## config.mk

```make
export PLATFORM = sky130hd
export DESIGN_NAME = ipcr_top
export DESIGN_NICKNAME = d
export VERILOG_FILES = /design/src/rtl/ipcr_pkg.sv /design/src/rtl/ipcr_top.sv
export SDC_FILE = /design/constraint.sdc
export NUM_CORES = 1
export LEC_CHECK = 0
export ABC_AREA = 0
export BUFFER_PORTS_ARGS = -buffer_cell sky130_fd_sc_hd__clkbuf_2
export CORE_ASPECT_RATIO = 1.4
export CORE_MARGIN = 3
export CORE_UTILIZATION = 30
export DETAILED_ROUTE_END_ITERATION = 12
export MAX_ROUTING_LAYER = met4
export PLACE_DENSITY = 0.59
export SLEW_MARGIN = 30
export SYNTH_ARGS = -nofsm -noshare
export SYNTH_HDL_FRONTEND = slang
export SYNTH_SLANG_ARGS = --single-unit
```

## constraint.sdc

```tcl
create_clock -name ref_clk -period 2.4 [get_ports ref_clk]
set_input_delay 0.24 -clock ref_clk [delete_from_list [all_inputs] [get_ports ref_clk]]
set_output_delay 0.24 -clock ref_clk [all_outputs]
set_load 0.01 [all_outputs]
```

## src/rtl/ipcr_pkg.sv

```systemverilog
// Package: register map, field layout and source tables of the priority configuration block
package ipcr_pkg;

    // Register bus geometry
    localparam int ADDR_W   = 5;
    localparam int DATA_W   = 16;
    localparam int NUM_REGS = 4;
    localparam int NUM_SRC  = 19;
    localparam int SRC_W    = 5;
    localparam int LEVEL_W  = 2;
    localparam int NUM_LVL  = 4;

    // Register offsets, in bus words
    localparam logic [ADDR_W-1:0] OFS_PRIORITY_CFG_DEBUG_A      = 5'h00;
    localparam logic [ADDR_W-1:0] OFS_PRIORITY_CFG_DEBUG_B      = 5'h01;
    localparam logic [ADDR_W-1:0] OFS_PRIORITY_CFG_FLASH_SYSTEM = 5'h02;
    localparam logic [ADDR_W-1:0] OFS_PRIORITY_CFG_PORTS_CAN    = 5'h03;

    // Register indices inside the block
    localparam logic [1:0] IDX_DEBUG_A      = 2'h0;
    localparam logic [1:0] IDX_DEBUG_B      = 2'h1;
    localparam logic [1:0] IDX_FLASH_SYSTEM = 2'h2;
    localparam logic [1:0] IDX_PORTS_CAN    = 2'h3;

    // Writable bits of each register; all other bits are reserved
    localparam logic [DATA_W-1:0] MASK_DEBUG_A      = 16'h3c00;
    localparam logic [DATA_W-1:0] MASK_DEBUG_B      = 16'h003f;
    localparam logic [DATA_W-1:0] MASK_FLASH_SYSTEM = 16'hffcf;
    localparam logic [DATA_W-1:0] MASK_PORTS_CAN    = 16'hfffc;

    // Reset value of every priority register
    localparam logic [DATA_W-1:0] RESET_PRIORITY_CFG = 16'h0000;

    // Field positions (low bit of each 2-bit field)
    localparam int DEBUG_BREAKPOINT_LEVEL_LSB     = 12;
    localparam int DEBUG_STEP_COUNTER_LEVEL_LSB   = 10;
    localparam int DEBUG_RECEIVE_FULL_LEVEL_LSB   = 4;
    localparam int DEBUG_TRANSMIT_EMPTY_LEVEL_LSB = 2;
    localparam int TRACE_BUFFER_LEVEL_LSB         = 0;
    localparam int FLASH_BUFFERS_EMPTY_LEVEL_LSB  = 14;
    localparam int FLASH_CMD_COMPLETE_LEVEL_LSB   = 12;
    localparam int FLASH_ERROR_LEVEL_LSB          = 10;
    localparam int PLL_LOSS_LEVEL_LSB             = 8;
    localparam int LOW_VOLTAGE_LEVEL_LSB          = 6;
    localparam int EXT_LINE_B_LEVEL_LSB           = 2;
    localparam int EXT_LINE_A_LEVEL_LSB           = 0;
    localparam int PORT_D_LEVEL_LSB               = 14;
    localparam int PORT_E_LEVEL_LSB               = 12;
    localparam int PORT_F_LEVEL_LSB               = 10;
    localparam int CAN_MSG_BUFFER_LEVEL_LSB       = 8;
    localparam int CAN_WAKEUP_LEVEL_LSB           = 6;
    localparam int CAN_ERROR_LEVEL_LSB            = 4;
    localparam int CAN_BUS_OFF_LEVEL_LSB          = 2;

    // Per source: register holding its field, in source-number order
    localparam logic [1:0] SRC_REG [NUM_SRC] = '{
        IDX_DEBUG_A, IDX_DEBUG_A,
        IDX_DEBUG_B, IDX_DEBUG_B, IDX_DEBUG_B,
        IDX_FLASH_SYSTEM, IDX_FLASH_SYSTEM, IDX_FLASH_SYSTEM, IDX_FLASH_SYSTEM,
        IDX_FLASH_SYSTEM, IDX_FLASH_SYSTEM, IDX_FLASH_SYSTEM,
        IDX_PORTS_CAN, IDX_PORTS_CAN, IDX_PORTS_CAN, IDX_PORTS_CAN,
        IDX_PORTS_CAN, IDX_PORTS_CAN, IDX_PORTS_CAN};

    // Per source: low bit of its field
    localparam int SRC_LSB [NUM_SRC] = '{
        DEBUG_BREAKPOINT_LEVEL_LSB, DEBUG_STEP_COUNTER_LEVEL_LSB,
        DEBUG_RECEIVE_FULL_LEVEL_LSB, DEBUG_TRANSMIT_EMPTY_LEVEL_LSB, TRACE_BUFFER_LEVEL_LSB,
        FLASH_BUFFERS_EMPTY_LEVEL_LSB, FLASH_CMD_COMPLETE_LEVEL_LSB, FLASH_ERROR_LEVEL_LSB,
        PLL_LOSS_LEVEL_LSB, LOW_VOLTAGE_LEVEL_LSB, EXT_LINE_B_LEVEL_LSB, EXT_LINE_A_LEVEL_LSB,
        PORT_D_LEVEL_LSB, PORT_E_LEVEL_LSB, PORT_F_LEVEL_LSB, CAN_MSG_BUFFER_LEVEL_LSB,
        CAN_WAKEUP_LEVEL_LSB, CAN_ERROR_LEVEL_LSB, CAN_BUS_OFF_LEVEL_LSB};

    // Sources whose field maps to levels 1..3 (debug unit); bit i is source i
    localparam logic [NUM_SRC-1:0] SRC_DEBUG_CLASS = 19'h0001f;

    // Register bus request
    typedef struct packed {
        logic              wr;
        logic              rd;
        logic [ADDR_W-1:0] addr;
        logic [DATA_W-1:0] wdata;
    } ipcr_bus_req_t;

    // Register bus answer
    typedef struct packed {
        logic              valid;
        logic [DATA_W-1:0] rdata;
    } ipcr_bus_rsp_t;

endpackage

```

## src/rtl/ipcr_top.sv

```systemverilog
// Top: priority configuration registers, level decode and same-level encoder
`timescale 1ns/1ns
module ipcr_top (
    // Clock and reset
    input  wire logic                                            ref_clk,
    input  wire logic                                            rst,
    // Peripheral register bus
    input  wire ipcr_pkg::ipcr_bus_req_t                         bus_req,
    output ipcr_pkg::ipcr_bus_rsp_t                              bus_rsp,
    // Interrupt request lines, one per source
    input  wire logic [ipcr_pkg::NUM_SRC-1:0]                    irq_req,
    // Decoded configuration per source
    output logic      [ipcr_pkg::NUM_SRC-1:0]                    src_enabled,
    output logic      [ipcr_pkg::NUM_SRC-1:0][ipcr_pkg::LEVEL_W-1:0] src_level,
    // Per-level winner towards the core
    output logic      [ipcr_pkg::NUM_LVL-1:0]                    level_pending,
    output logic      [ipcr_pkg::NUM_LVL-1:0][ipcr_pkg::SRC_W-1:0]   level_winner
);

    // Stored priority registers
    logic [ipcr_pkg::DATA_W-1:0] cfg [ipcr_pkg::NUM_REGS];

    // Address decode
    wire logic                        hit_debug_a;
    wire logic                        hit_debug_b;
    wire logic                        hit_flash_system;
    wire logic                        hit_ports_can;
    wire logic                        addr_hit;
    wire logic [1:0]                  addr_idx;
    wire logic [ipcr_pkg::DATA_W-1:0] write_mask;
    wire logic [ipcr_pkg::DATA_W-1:0] next_rdata;

    assign hit_debug_a      = bus_req.addr == ipcr_pkg::OFS_PRIORITY_CFG_DEBUG_A;
    assign hit_debug_b      = bus_req.addr == ipcr_pkg::OFS_PRIORITY_CFG_DEBUG_B;
    assign hit_flash_system = bus_req.addr == ipcr_pkg::OFS_PRIORITY_CFG_FLASH_SYSTEM;
    assign hit_ports_can    = bus_req.addr == ipcr_pkg::OFS_PRIORITY_CFG_PORTS_CAN;
    assign addr_hit = hit_debug_a | hit_debug_b | hit_flash_system | hit_ports_can;

    // Register index and writable-bit mask of the addressed register
    assign addr_idx = hit_debug_a      ? ipcr_pkg::IDX_DEBUG_A :
                      hit_debug_b      ? ipcr_pkg::IDX_DEBUG_B :
                      hit_flash_system ? ipcr_pkg::IDX_FLASH_SYSTEM :
                                         ipcr_pkg::IDX_PORTS_CAN;
    assign write_mask = hit_debug_a      ? ipcr_pkg::MASK_DEBUG_A :
                        hit_debug_b      ? ipcr_pkg::MASK_DEBUG_B :
                        hit_flash_system ? ipcr_pkg::MASK_FLASH_SYSTEM :
                                           ipcr_pkg::MASK_PORTS_CAN;

    // Unmapped reads answer zero; reserved bits are never stored, so read zero
    assign next_rdata = addr_hit ? cfg[addr_idx] : ipcr_pkg::RESET_PRIORITY_CFG;

    // Register write; reserved positions are masked off
    always_ff @(posedge ref_clk) begin
        if (rst) begin
            for (int r = 0; r < ipcr_pkg::NUM_REGS; r++) begin
                cfg[r] <= ipcr_pkg::RESET_PRIORITY_CFG;
            end
        end else if (bus_req.wr && addr_hit) begin
            cfg[addr_idx] <= bus_req.wdata & write_mask;
        end
    end

    // Read answer, one cycle after the read strobe
    always_ff @(posedge ref_clk) begin
        if (rst) begin
            bus_rsp <= '0;
        end else begin
            bus_rsp.valid <= bus_req.rd;
            bus_rsp.rdata <= bus_req.rd ? next_rdata : ipcr_pkg::RESET_PRIORITY_CFG;
        end
    end

    // Field extraction and level decode per source
    logic [ipcr_pkg::NUM_SRC-1:0]                        next_enabled;
    logic [ipcr_pkg::NUM_SRC-1:0][ipcr_pkg::LEVEL_W-1:0] next_level;

    for (genvar i = 0; i < ipcr_pkg::NUM_SRC; i++) begin : g_src
        wire logic [ipcr_pkg::LEVEL_W-1:0] field;
        assign field = cfg[ipcr_pkg::SRC_REG[i]][ipcr_pkg::SRC_LSB[i] +: ipcr_pkg::LEVEL_W];
        assign next_enabled[i] = |field;
        // Debug sources take the field as level; others take field minus one
        assign next_level[i] = (field == 2'h0) ? 2'h0 :
                               ipcr_pkg::SRC_DEBUG_CLASS[i] ? field :
                               ipcr_pkg::LEVEL_W'(field - 2'h1);
    end

    // Registered per-source configuration
    always_ff @(posedge ref_clk) begin
        if (rst) begin
            src_enabled <= '0;
            src_level   <= '0;
        end else begin
            src_enabled <= next_enabled;
            src_level   <= next_level;
        end
    end

    // Same-level encoder: scan downward so the lowest number is kept last
    logic [ipcr_pkg::NUM_LVL-1:0]                      next_pending;
    logic [ipcr_pkg::NUM_LVL-1:0][ipcr_pkg::SRC_W-1:0] next_winner;

    always_comb begin
        next_pending = '0;
        next_winner  = '0;
        for (int l = 0; l < ipcr_pkg::NUM_LVL; l++) begin
            for (int s = ipcr_pkg::NUM_SRC - 1; s >= 0; s--) begin
                if (irq_req[s] && src_enabled[s] &&
                    src_level[s] == ipcr_pkg::LEVEL_W'(l)) begin
                    next_pending[l] = 1'b1;
                    next_winner[l]  = ipcr_pkg::SRC_W'(s);
                end
            end
        end
    end

    // Registered encoder result
    always_ff @(posedge ref_clk) begin
        if (rst) begin
            level_pending <= '0;
            level_winner  <= '0;
        end else begin
            level_pending <= next_pending;
            level_winner  <= next_winner;
        end
    end

endmodule

```

==> results of run 1 <==
-- power by group through the flow --
| stage | logic, mW | registers [mW] | clock network (mW) |
|---|---|---|---|
| after global routing | 0.721 | 3.20 | 2.68 |
| after floorplan | 0.325 | 3.23 | 0 |
| after global placement | 0.653 | 3.24 | 0 |
| after CTS | 0.660 | 3.18 | 2.57 |
| after detailed placement | 0.657 | 3.24 | 0 |
| final | 0.654 | 3.18 | 2.53 |
-- worst max-delay path, cell delays in order, from the launching register on --
cell and delay (ns):
dfxtp_1 0.48, and4bb_2 0.29, or2_1 0.24, nor3_1 0.29, o31ai_1 0.18, a2111oi_2 0.38
-- placed cells by master, fill, tap and decap left out, types with 24 or more instances in the layout --
| master | count |
|---|---|
| nor2b_1 | 25 |
| inv_1 | 34 |
| dfxtp_1 | 98 |
| nor3_1 | 47 |
| a211oi_1 | 29 |
| nor2_1 | 58 |
| clkbuf_2 | 141 |
| and2_1 | 24 |
| nand2_1 | 30 |
| conb_1 | 24 |
| edfxtp_1 | 64 |
-- cell families (layout without fill, tap and decap cells) --
family,count (synthesis),after routing
xor gates and xnor gates,1,1
adders and majority gates,14,14
buffers and inverters,55,222
muxes,20,20
DFF,162,162
and+or+nand+nor,315,315
AOI/OAI and AO/OA,92,92
other,1,24
-- per-stage QoR --
step | cell area [sq um] | total power [mW]
floorplan | 7116 | 3.553
global placement | 8210 | 3.891
detailed placement | 8210 | 3.897
CTS | 8763 | 6.407
global route | 8763 | 6.608
finish | 8763 | 6.359
-- cell type report --
| type | count | share of cell area |
|---|---|---|
| timing repair buffer | 156 | 0.09338 |
| sequential | 162 | 0.4432 |
| clock buffer | 17 | 0.04854 |
| inverter | 34 | 0.01456 |
| multi-input combinational | 466 | 0.3428 |
| tap | 301 | 0.04298 |
| clock inverter | 15 | 0.01456 |
-- worst min-delay path by stage --
| stage | endpoint | slack [ns] | depth (start not counted) |
|---|---|---|---|
| after floorplan | bus_rsp[16] | 0.32 | 1 |
| after global placement | src_level[26] | 0.43 | 1 |
| after detailed placement | src_level[12] | 0.44 | 1 |
| after CTS | bus_rsp[16] | 0.06 | 2 |
| after global routing | bus_rsp[16] | 0.08 | 2 |
| final | bus_rsp[16] | 0.08 | 2 |
-- sequential cells by signal, summed over array words and instances (netlist names) --
signal,count
level_winner,20
level_pending,4
cfg,64
src_enabled,19
src_level,38
bus_rsp,17
-- metal layers --
metal	global-route usage	vias to the layer above	routed length, um
met2	0.3123	166	11440
met3	0.02799	44	825
met1	0.1860	2639	8449
li1	-	2786	-
met4	0.1036	0	1220
met5	-	-	0
==> results.cfg, run 1 <==
[layout]
final_nets = 895
antenna_cells_inserted = 0
finalCoreUtilization = 0.3848
final_layout_size_suffix_gt1_frac = 0.2424
layout.area.seq_sq_mm = 0.003884
multi_input_area_sq_mm = 0.003004
finish.cell_count_without_fillers = 1151
area.growth.synth_to_final_pct = 24.67
layout.filler_cells = 2317

[pwr]
p_comb_frac = 0.103
netSwitchingFraction = 0.2689
clock_power_share = 0.397
p_leak_nw = 3.760
pwr-share-seq = 0.500
internal-power_mw = 4.649
ir_worst_vdd_mv = 0.5263
power_switching_mw = 1.710
power_density_mw_per_mm2 = 725.6

[synth]
post-synth-top-area-cell = dfxtp_1
synth.top_cell.area_share = 0.2791
synth_adder_area_share = 0.02492
synth_compound_area_frac = 0.09114
post_synth_instance_area_sq_mm = 0.007029
synth-seq-cells = 162
yosysWarningCount = 0
dominant_combinational_cell_family_by_area_after_synthesis = simple AND/OR/NAND/NOR gates
syn-instance-count = 660
synth.mux.area_fraction = 0.02848
synth-edff-count = 64
ys_seq_area_frac = 0.5525
yosysUniqueCellTypes = 57
synth_xor_area_frac = 0.001246
synth.top_cells.by_area = dfxtp_1 28%, edfxtp_1 27%, nor3_1 3.3%
synthTopCellsByCount = 98 x dfxtp_1, 64 x edfxtp_1, 58 x nor2_1, 47 x nor3_1, 34 x inv_1
async_flop_share = 0
synth_simple_gate_area_share = 0.2688
postSynthAreaPerCell_sq_um = 10.65
most_frequent_cell_after_synthesis = dfxtp_1
synth_flop_cell = dfxtp_1

[clocking]
cts_setup_buffers = 0
clock_network_latency_to_the_later_pin_of_the_worst_skew_pair_ns = 0.42
clk_pin_slew_worst_paths_ns = 0.07
clock_tree.htree_level_count = 4
cts_buffer_depth = 2
root_buffer = clkbuf_16
cts_num_sinks = 162
cts.hold.buffers_added = 0
ctsResizeCount = 0
cts_tree = built
num_cts_buffers = 17

[worst_setup_path]
critical_path_peak_fanout = 7
reg2reg_to = level_winner[2]
minimum_setup_slack_among_reg_to_reg_paths_ns = 0.45
endpoint_kind = flip-flop
crit_path_start = src_level[20]
r2r_start = src_level[20]
worst-endpoint-required_ns = 2.72
path_class = flip-flop to flip-flop
arrival_ns = 2.27
ff2ff_path_depth = 5
crit_end = level_winner[2]
critical_path.startpoint_type = flip-flop

[sta]
clock.fmax_ghz = 0.5137
slew_headroom = 0.5760
post-route-min-period_ns = 1.947
setup_viol_count_final = 0
actual_slew_at_the_worst_max_slew_pin_ns = 0.6306
worst_slack_ns = 0.4534
fin_worst_skew_ns = 0.008616
hold_viol = 0
post-route-period-util = 0.8111
grt_setup_unrepaired = no
final-max-slew-violation-count = 0
tns_ns = 0
fin_hold_ws_ns = 0.08316

[place]
port_buffers = 141
place_congestion = 0.9700
placed_cells = 1119
dp_hpwl_um = 17850
place_ws_ns = 0.2691

[routing]
via_per_inst = 4.896
detail-route-antenna-nets = 0
drt_iter0_markers = 443
route.final.wire_length_um = 21940
routed_wire_length_per_instance_um = 19.06
routed-via-count = 5635
first_pass_iters = 6
drc = 0

[floorplan]
fp.coreArea_sq_mm = 0.02277
fp.dieH_um = 187.1
fp.dieW_um = 135.4
std_cell_rows = 65
io-pin-count = 142
die_footprint_sq_mm = 0.02533
initial_utilization = 0.3087

[global_routing]
wire_length_of_the_first_global_routing_pass_um = 32510
grt_start_max_net_pins = 39
global_route.usage.total = 0.1779
grt_overflow = 0
first_global_vias = 5656
number_of_antenna_violations_at_the_first_check_in_global_routing = 0

[hold_path]
min-delay-start = bus_req[21]
hold_path_class = input pin to flip-flop

[job]
max_cap_violations = 0

[status]
run_status = complete, no violations
Power figures use the tool's default switching activity.
==> inputs of run 2 (changes only) <==
--- a/config.mk
+++ b/config.mk
@@ -5,7 +5,7 @@
 export SDC_FILE = /design/constraint.sdc
 export NUM_CORES = 1
 export LEC_CHECK = 0
-export ABC_AREA = 0
+export ABC_AREA = 1
 export BUFFER_PORTS_ARGS = -buffer_cell sky130_fd_sc_hd__clkbuf_2
 export CORE_ASPECT_RATIO = 1.4
 export CORE_MARGIN = 3
==> constraint.sdc (replaced) <==
create_clock -name ref_clk -period 1.8 [get_ports ref_clk]
set_input_delay 0.18 -clock ref_clk [delete_from_list [all_inputs] [get_ports ref_clk]]
set_output_delay 0.18 -clock ref_clk [all_outputs]
set_load 0.01 [all_outputs]
==> run 2 against run 1 <==
Against the previous run: critical path depth grew 6; critical endpoint is now level_winner[11]; synthesized cell count grew 29%; highest routed layer unchanged; via count grew 6.5%; clock skew is essentially flat.
==> results.cfg, run 2 <==
[status]
run_status = complete, no violations

[layout]
mostFrequentLayoutCell = inv_1
antenna_cells_inserted = 0
layout.area.seq_sq_mm = 0.003894
largest_register_ff_count = 64
layout.filler_cells = 2320
final_nets = 1096
regMostFlops = cfg
multi_input_area_sq_mm = 0.002663
area.growth.synth_to_final_pct = 28.52
postLayoutCellArea_sq_mm = 0.009100
commonest_cells_after_routing_fill_and_taps_aside = 156 x inv_1, 141 x clkbuf_2, 126 x nand2_1
finish.cell_count_without_fillers = 1352
final_layout_size_suffix_gt1_frac = 0.2312
largest_registers = cfg x64, src_level x38, level_winner x20

[worst_setup_path]
r2r_start = src_level[34]
cp_top_family = compound AO/OA/AOI/OAI gates
reg2reg_to = level_winner[11]
path_class = flip-flop to flip-flop
critical_path.cell_chain = inv_2 -> nand2_2 -> nor2_4 -> buf_4 -> inv_1 -> nand3_1 -> a31oi_1 -> o31ai_1 -> nand3_1 -> nand3_1 -> a21oi_1
critical_path.n_buffers_inverters = 3
arrival_ns = 1.97
slowest_stage = dfxtp_2
cpPeakStageDelay_ns = 0.34
number_of_stages_on_the_worst_setup_path = 11
endpoint_kind = flip-flop
minimum_setup_slack_among_reg_to_reg_paths_ns = 0.14
cp_common_cell = nand3_1
worst-endpoint-required_ns = 2.11
critical_path.startpoint_type = flip-flop
ff2ff_path_depth = 11
crit_path_start = src_level[34]
critical_path_peak_fanout = 4

[global_routing]
wire_length_of_the_first_global_routing_pass_um = 32560
grt_start_max_net_pins = 55
number_of_antenna_violations_at_the_first_check_in_global_routing = 0
global_route.usage.total = 0.1750
first_global_vias = 5972
grt_overflow = 0

[synth]
postSynthAreaPerCell_sq_um = 8.330
synth_xor_area_frac = 0
syn-instance-count = 850
post-synth-top-area-cell = dfxtp_1
ys_seq_area_frac = 0.5485
synth.top_cells.by_area = dfxtp_1 28%, edfxtp_1 27%, inv_1 8.3%
post_synth_instance_area_sq_mm = 0.007081
synth-seq-cells = 162
synth-edff-count = 64
synth.top_cell.area_share = 0.2771
synth_compound_area_frac = 0.08129
async_flop_share = 0
synth_adder_area_share = 0.02474
synth_simple_gate_area_share = 0.2449
most_frequent_cell_after_synthesis = inv_1
synth.mux.area_fraction = 0
yosysUniqueCellTypes = 37
synthTopCellsByCount = 157 x inv_1, 130 x nand2_1, 104 x nor3_1, 98 x dfxtp_1, 93 x nor2_1
yosysWarningCount = 0
dominant_combinational_cell_family_by_area_after_synthesis = simple AND/OR/NAND/NOR gates
synth_flop_cell = dfxtp_1

[clocking]
clock_tree.htree_level_count = 4
cts_tree = built
cts_num_sinks = 162
num_cts_buffers = 17
clock_network_latency_to_the_later_pin_of_the_worst_skew_pair_ns = 0.43
cts_buffer_depth = 2
clk_pin_slew_worst_paths_ns = 0.06
root_buffer = clkbuf_16

[sta]
hold_viol = 0
actual_slew_at_the_worst_max_slew_pin_ns = 0.4991
post-route-min-period_ns = 1.657
final-max-slew-violation-count = 0
tns_ns = 0
post-route-period-util = 0.9204
clock.fmax_ghz = 0.6036
fin_worst_skew_ns = 0.008567
grt_setup_unrepaired = yes
slew_headroom = 0.6647
setup_viol_count_final = 0

[routing]
first_pass_iters = 6
via_per_inst = 4.439
detail-route-antenna-nets = 0
route.final.wire_length_um = 21260
routed-via-count = 6001
drc = 0
drt_iter0_markers = 462
routed_wire_length_per_instance_um = 15.72

[pwr]
p_leak_nw = 4.179
power_density_mw_per_mm2 = 982.9
ir_worst_vdd_mv = 0.6956

[place]
place_congestion = 0.9353
placed_area_sq_mm = 0.008392
dp_hpwl_um = 17440
placed_cells = 1318
port_buffers = 141

[floorplan]
fp.coreArea_sq_mm = 0.02285
fp.dieH_um = 187.8
die_footprint_sq_mm = 0.02551
std_cell_rows = 65
fp.dieW_um = 135.8
io-pin-count = 142
initial_utilization = 0.3098

[hold_path]
worst_hold_path_cells = 3
hold_path_class = input pin to flip-flop
min_delay_worst_endpoint = cfg[3][7]
min-delay-start = bus_req[7]

[job]
max_cap_violations = 0
## run 2: changes by cell type in the layout (fill, tap and decap cells not counted), sizes merged, moves of 16 or more
cell	delta
inv	+128
nand2	+102
nor3	+57
a21oi	+37
nor2	+37
a211oi	-28
nor2b	-25
o21ai	+25
and2	-24
mux2i	-20
and3	-16
## run 2: cell families (layout without fill, tap and decap cells)
group | Yosys count | count (layout)
and+or+nand+nor | 384 | 384
AOI/OAI and AO/OA | 106 | 106
DFF | 162 | 162
adders and majority gates | 14 | 14
buffers and inverters | 183 | 361
other | 1 | 24
## run 2: worst max path at each step
stage                       end  slack [ns]
6_report       level_winner[11]        0.14
5_1_grt        level_winner[10]       -0.03
4_1_cts        level_winner[12]        0.11
3_5_place_dp         cfg[1][11]        0.11
3_3_place_gp   level_winner[12]        0.09
2_1_floorplan         cfg[0][0]        0.03
## run 2: cell type report
cell class / count / area share
clock inverter: 13 / 0.01911
tap: 301 / 0.04139
inverter: 166 / 0.06861
timing repair buffer: 163 / 0.1028
sequential: 162 / 0.4279
multi-input combinational: 528 / 0.2926
clock buffer: 19 / 0.04757
## run 2: per-layer routing
| layer | global-route usage | wire (um) | vias to the layer above |
|---|---|---|---|
| met2 | 0.3213 | 11620 | 145 |
| met3 | 0.02845 | 791 | 40 |
| met4 | 0.06827 | 704 | 0 |
| met5 | - | 0 | - |
| li1 | - | - | 3129 |
| met1 | 0.1849 | 8145 | 2687 |
## run 2: worst register-to-register path, delay by kind of cell (launching register included)
family                 cells  cell delay [ns]
buffers and inverters      3             0.21
AO/OA/AOI/OAI              3             0.50
flip-flops                 1             0.34
AND/OR/NAND/NOR            5             0.49
## run 2: stage by stage
stage	util	setup WS [ns]	hold WS, ns	power, mW
global placement	0.3672	0.08920	0.4047	5.269
CTS	0.3942	0.1052	0.04800	9.013
detailed placement	0.3672	0.1092	0.4126	5.284
floorplan	-	0.02772	0.2624	4.819
finish	0.3982	0.1432	0.06965	8.945
global route	0.3982	-0.03432	0.06477	9.332
## run 2: power breakdown
part / switching, mW / internal (mW)
Sequential: 0.132 / 4.05
Combinational: 0.671 / 0.364
Clock: 1.52 / 2.21
Total: 2.32 / 6.62
## run 2: repair_timing
action                     4_1_cts  5_1_grt
setup endpoints to repair        0        7
hold buffers                     1        0
buffers inserted                 0        1
gates resized for setup          0       28
hold endpoints to repair         1        0
==> inputs of run 3 (changes only) <==
--- a/config.mk
+++ b/config.mk
@@ -6,13 +6,13 @@
 export NUM_CORES = 1
 export LEC_CHECK = 0
 export ABC_AREA = 1
-export BUFFER_PORTS_ARGS = -buffer_cell sky130_fd_sc_hd__clkbuf_2
 export CORE_ASPECT_RATIO = 1.4
 export CORE_MARGIN = 3
 export CORE_UTILIZATION = 30
 export DETAILED_ROUTE_END_ITERATION = 12
+export DONT_BUFFER_PORTS = 1
 export MAX_ROUTING_LAYER = met4
-export PLACE_DENSITY = 0.59
+export PLACE_DENSITY = 0.54
 export SLEW_MARGIN = 30
 export SYNTH_ARGS = -nofsm -noshare
 export SYNTH_HDL_FRONTEND = slang
==> run 3 against run 2 <==
Against the previous run: clock power fell by 4%; critical path depth increased by 1; fmax down 3.3%; die area did not move; combinational power shrank 9.6%; count of clock-buffer cells in the layout shrank 1; cell area decreased by 4.2%; wire length up 2.3%; cell count fell by 6.7%; sequential cell count did not move; utilization shrank 1.7 points; critical endpoint is now level_winner[15].
==> results.cfg, run 3 (synthesized netlist as in run 2, its figures left out) <==
[clocking]
clock_tree.htree_level_count = 4
cts_num_sinks = 162
num_cts_buffers = 17
cts_buffer_depth = 2
cts_tree = built
clk_pin_slew_worst_paths_ns = 0.07
clock_network_latency_to_the_later_pin_of_the_worst_skew_pair_ns = 0.43
cts_setup_buffers = 0
root_buffer = clkbuf_16

[place]
dp_hpwl_um = 17510
port_buffers = 0
place_congestion = 0.9478

[sta]
grt_setup_unrepaired = yes
fin_worst_skew_ns = 0.007915
hold_viol = 0
actual_slew_at_the_worst_max_slew_pin_ns = 0.5618
clock.fmax_ghz = 0.5834
post-route-period-util = 0.9522
final-max-slew-violation-count = 0
slew_headroom = 0.6226
post-route-min-period_ns = 1.714
setup_viol_count_final = 0
tns_ns = 0

[hold_path]
min-delay-start = bus_req[0]
hold_path_class = input pin to flip-flop
min_delay_worst_endpoint = cfg[3][0]
worst_hold_path_cells = 2

[pwr]
ir_worst_vdd_mv = 0.6451
internal-power_mw = 6.442
pwr-share-seq = 0.483
power_density_mw_per_mm2 = 1003
power_switching_mw = 2.302
clock_power_share = 0.411
p_leak_nw = 3.777
netSwitchingFraction = 0.2633
total_power_mw = 8.743
p_comb_frac = 0.106

[floorplan]
fp.coreArea_sq_mm = 0.02285
io-pin-count = 142
die_footprint_sq_mm = 0.02551
initial_utilization = 0.3098
std_cell_rows = 65
fp.dieW_um = 135.8
fp.dieH_um = 187.8

[global_routing]
global_route.usage.total = 0.1783
grt_overflow = 0
number_of_antenna_violations_at_the_first_check_in_global_routing = 0
first_global_vias = 5626
wire_length_of_the_first_global_routing_pass_um = 32640
grt_start_max_net_pins = 56

[layout]
largest_registers = cfg x64, src_level x38, level_winner x20
final_nets = 1005
largest_register_ff_count = 64
mostFrequentLayoutCell = inv_1
commonest_cells_after_routing_fill_and_taps_aside = 156 x inv_1, 128 x nand2_1, 101 x nor3_1
area.growth.synth_to_final_pct = 23.13
regMostFlops = cfg
final_layout_size_suffix_gt1_frac = 0.1427
antenna_cells_inserted = 0

[worst_setup_path]
ff2ff_path_depth = 12
critical_path.startpoint_type = flip-flop
critical_path_peak_fanout = 4
worst-endpoint-required_ns = 2.17
path_class = flip-flop to flip-flop
reg2reg_to = level_winner[15]
minimum_setup_slack_among_reg_to_reg_paths_ns = 0.09
r2r_start = src_level[19]
endpoint_kind = flip-flop
arrival_ns = 2.08
crit_path_start = src_level[19]

[routing]
first_pass_iters = 7
detail-route-antenna-nets = 0
routed_wire_length_per_instance_um = 17.25
drt_iter0_markers = 453
route.final.wire_length_um = 21750
routed-via-count = 5795
via_per_inst = 4.596
drc = 0

[status]
run_status = complete, no violations

[job]
max_cap_violations = 0
-- run 3: cell type report --
| type | instances | area, sq um |
|---|---|---|
| tap | 301 | 376.6 |
| sequential | 162 | 3889 |
| clock inverter | 14 | 153.9 |
| timing repair buffer | 72 | 588.1 |
| multi-input combinational | 528 | 2656 |
| clock buffer | 18 | 429.2 |
| inverter | 166 | 625.6 |
| fill | 2331 | 14130 |
-- run 3: power groups by stage --
stage	Sequential [mW]	Clock (mW)	Combinational, mW
final	4.22	3.59	0.931
after global routing	4.24	3.85	1.05
after CTS	4.22	3.69	0.924
after detailed placement	4.30	0	0.873
after global placement	4.30	0	0.869
after floorplan	4.29	0	0.527
-- run 3: worst max-delay path by stage --
stage                             endpoint  slack (ns)  cells past startpoint
after floorplan                  cfg[0][0]        0.03                      5
after global placement    level_winner[12]        0.07                      8
after detailed placement  level_winner[12]        0.08                      8
after CTS                 level_winner[12]        0.06                      8
after global routing       level_winner[0]       -0.04                     15
final                     level_winner[15]        0.09                     12
-- run 3: repair_timing --
action,in CTS,in global routing
resized for setup,0,21
endpoints found under the hold margin,81,0
endpoints found under the setup margin,0,10
hold buffers,12,0
-- run 3: metrics by stage --
| step | area (sq um) | hold WS, ns | setup slack, ns | utilization | std cells |
|---|---|---|---|---|---|
| floorplan | 7181 | 0.2624 | 0.02772 | - | 873 |
| global placement | 7924 | 0.2788 | 0.07467 | 0.3467 | 1217 |
| detailed placement | 7924 | 0.2763 | 0.08046 | 0.3467 | 1217 |
| CTS | 8645 | 0.02914 | 0.05733 | 0.3783 | 1261 |
| global route | 8718 | 0.05057 | -0.03677 | 0.3815 | 1261 |
| finish | 8718 | 0.06093 | 0.08603 | 0.3815 | 1261 |
-- run 3: metal layers --
metal	vias to the layer above	track usage	wire length, um
li1	2947	-	-
met1	2627	0.1793	7892
met2	170	0.3100	11460
met3	51	0.04026	1175
met4	0	0.1090	1226
met5	-	-	0
-- run 3: critical path, stage by stage, from the launching register on --
cell and delay (ns):
dfxtp_1 0.49, inv_1 0.11, nor3_1 0.35, inv_1 0.08
nand2_1 0.07, nand2_1 0.08, nand2_1 0.07, nand2_1 0.05
nand2_1 0.07, nand2_1 0.07, nand2_1 0.06, nand2_1 0.06
a21oi_2 0.10
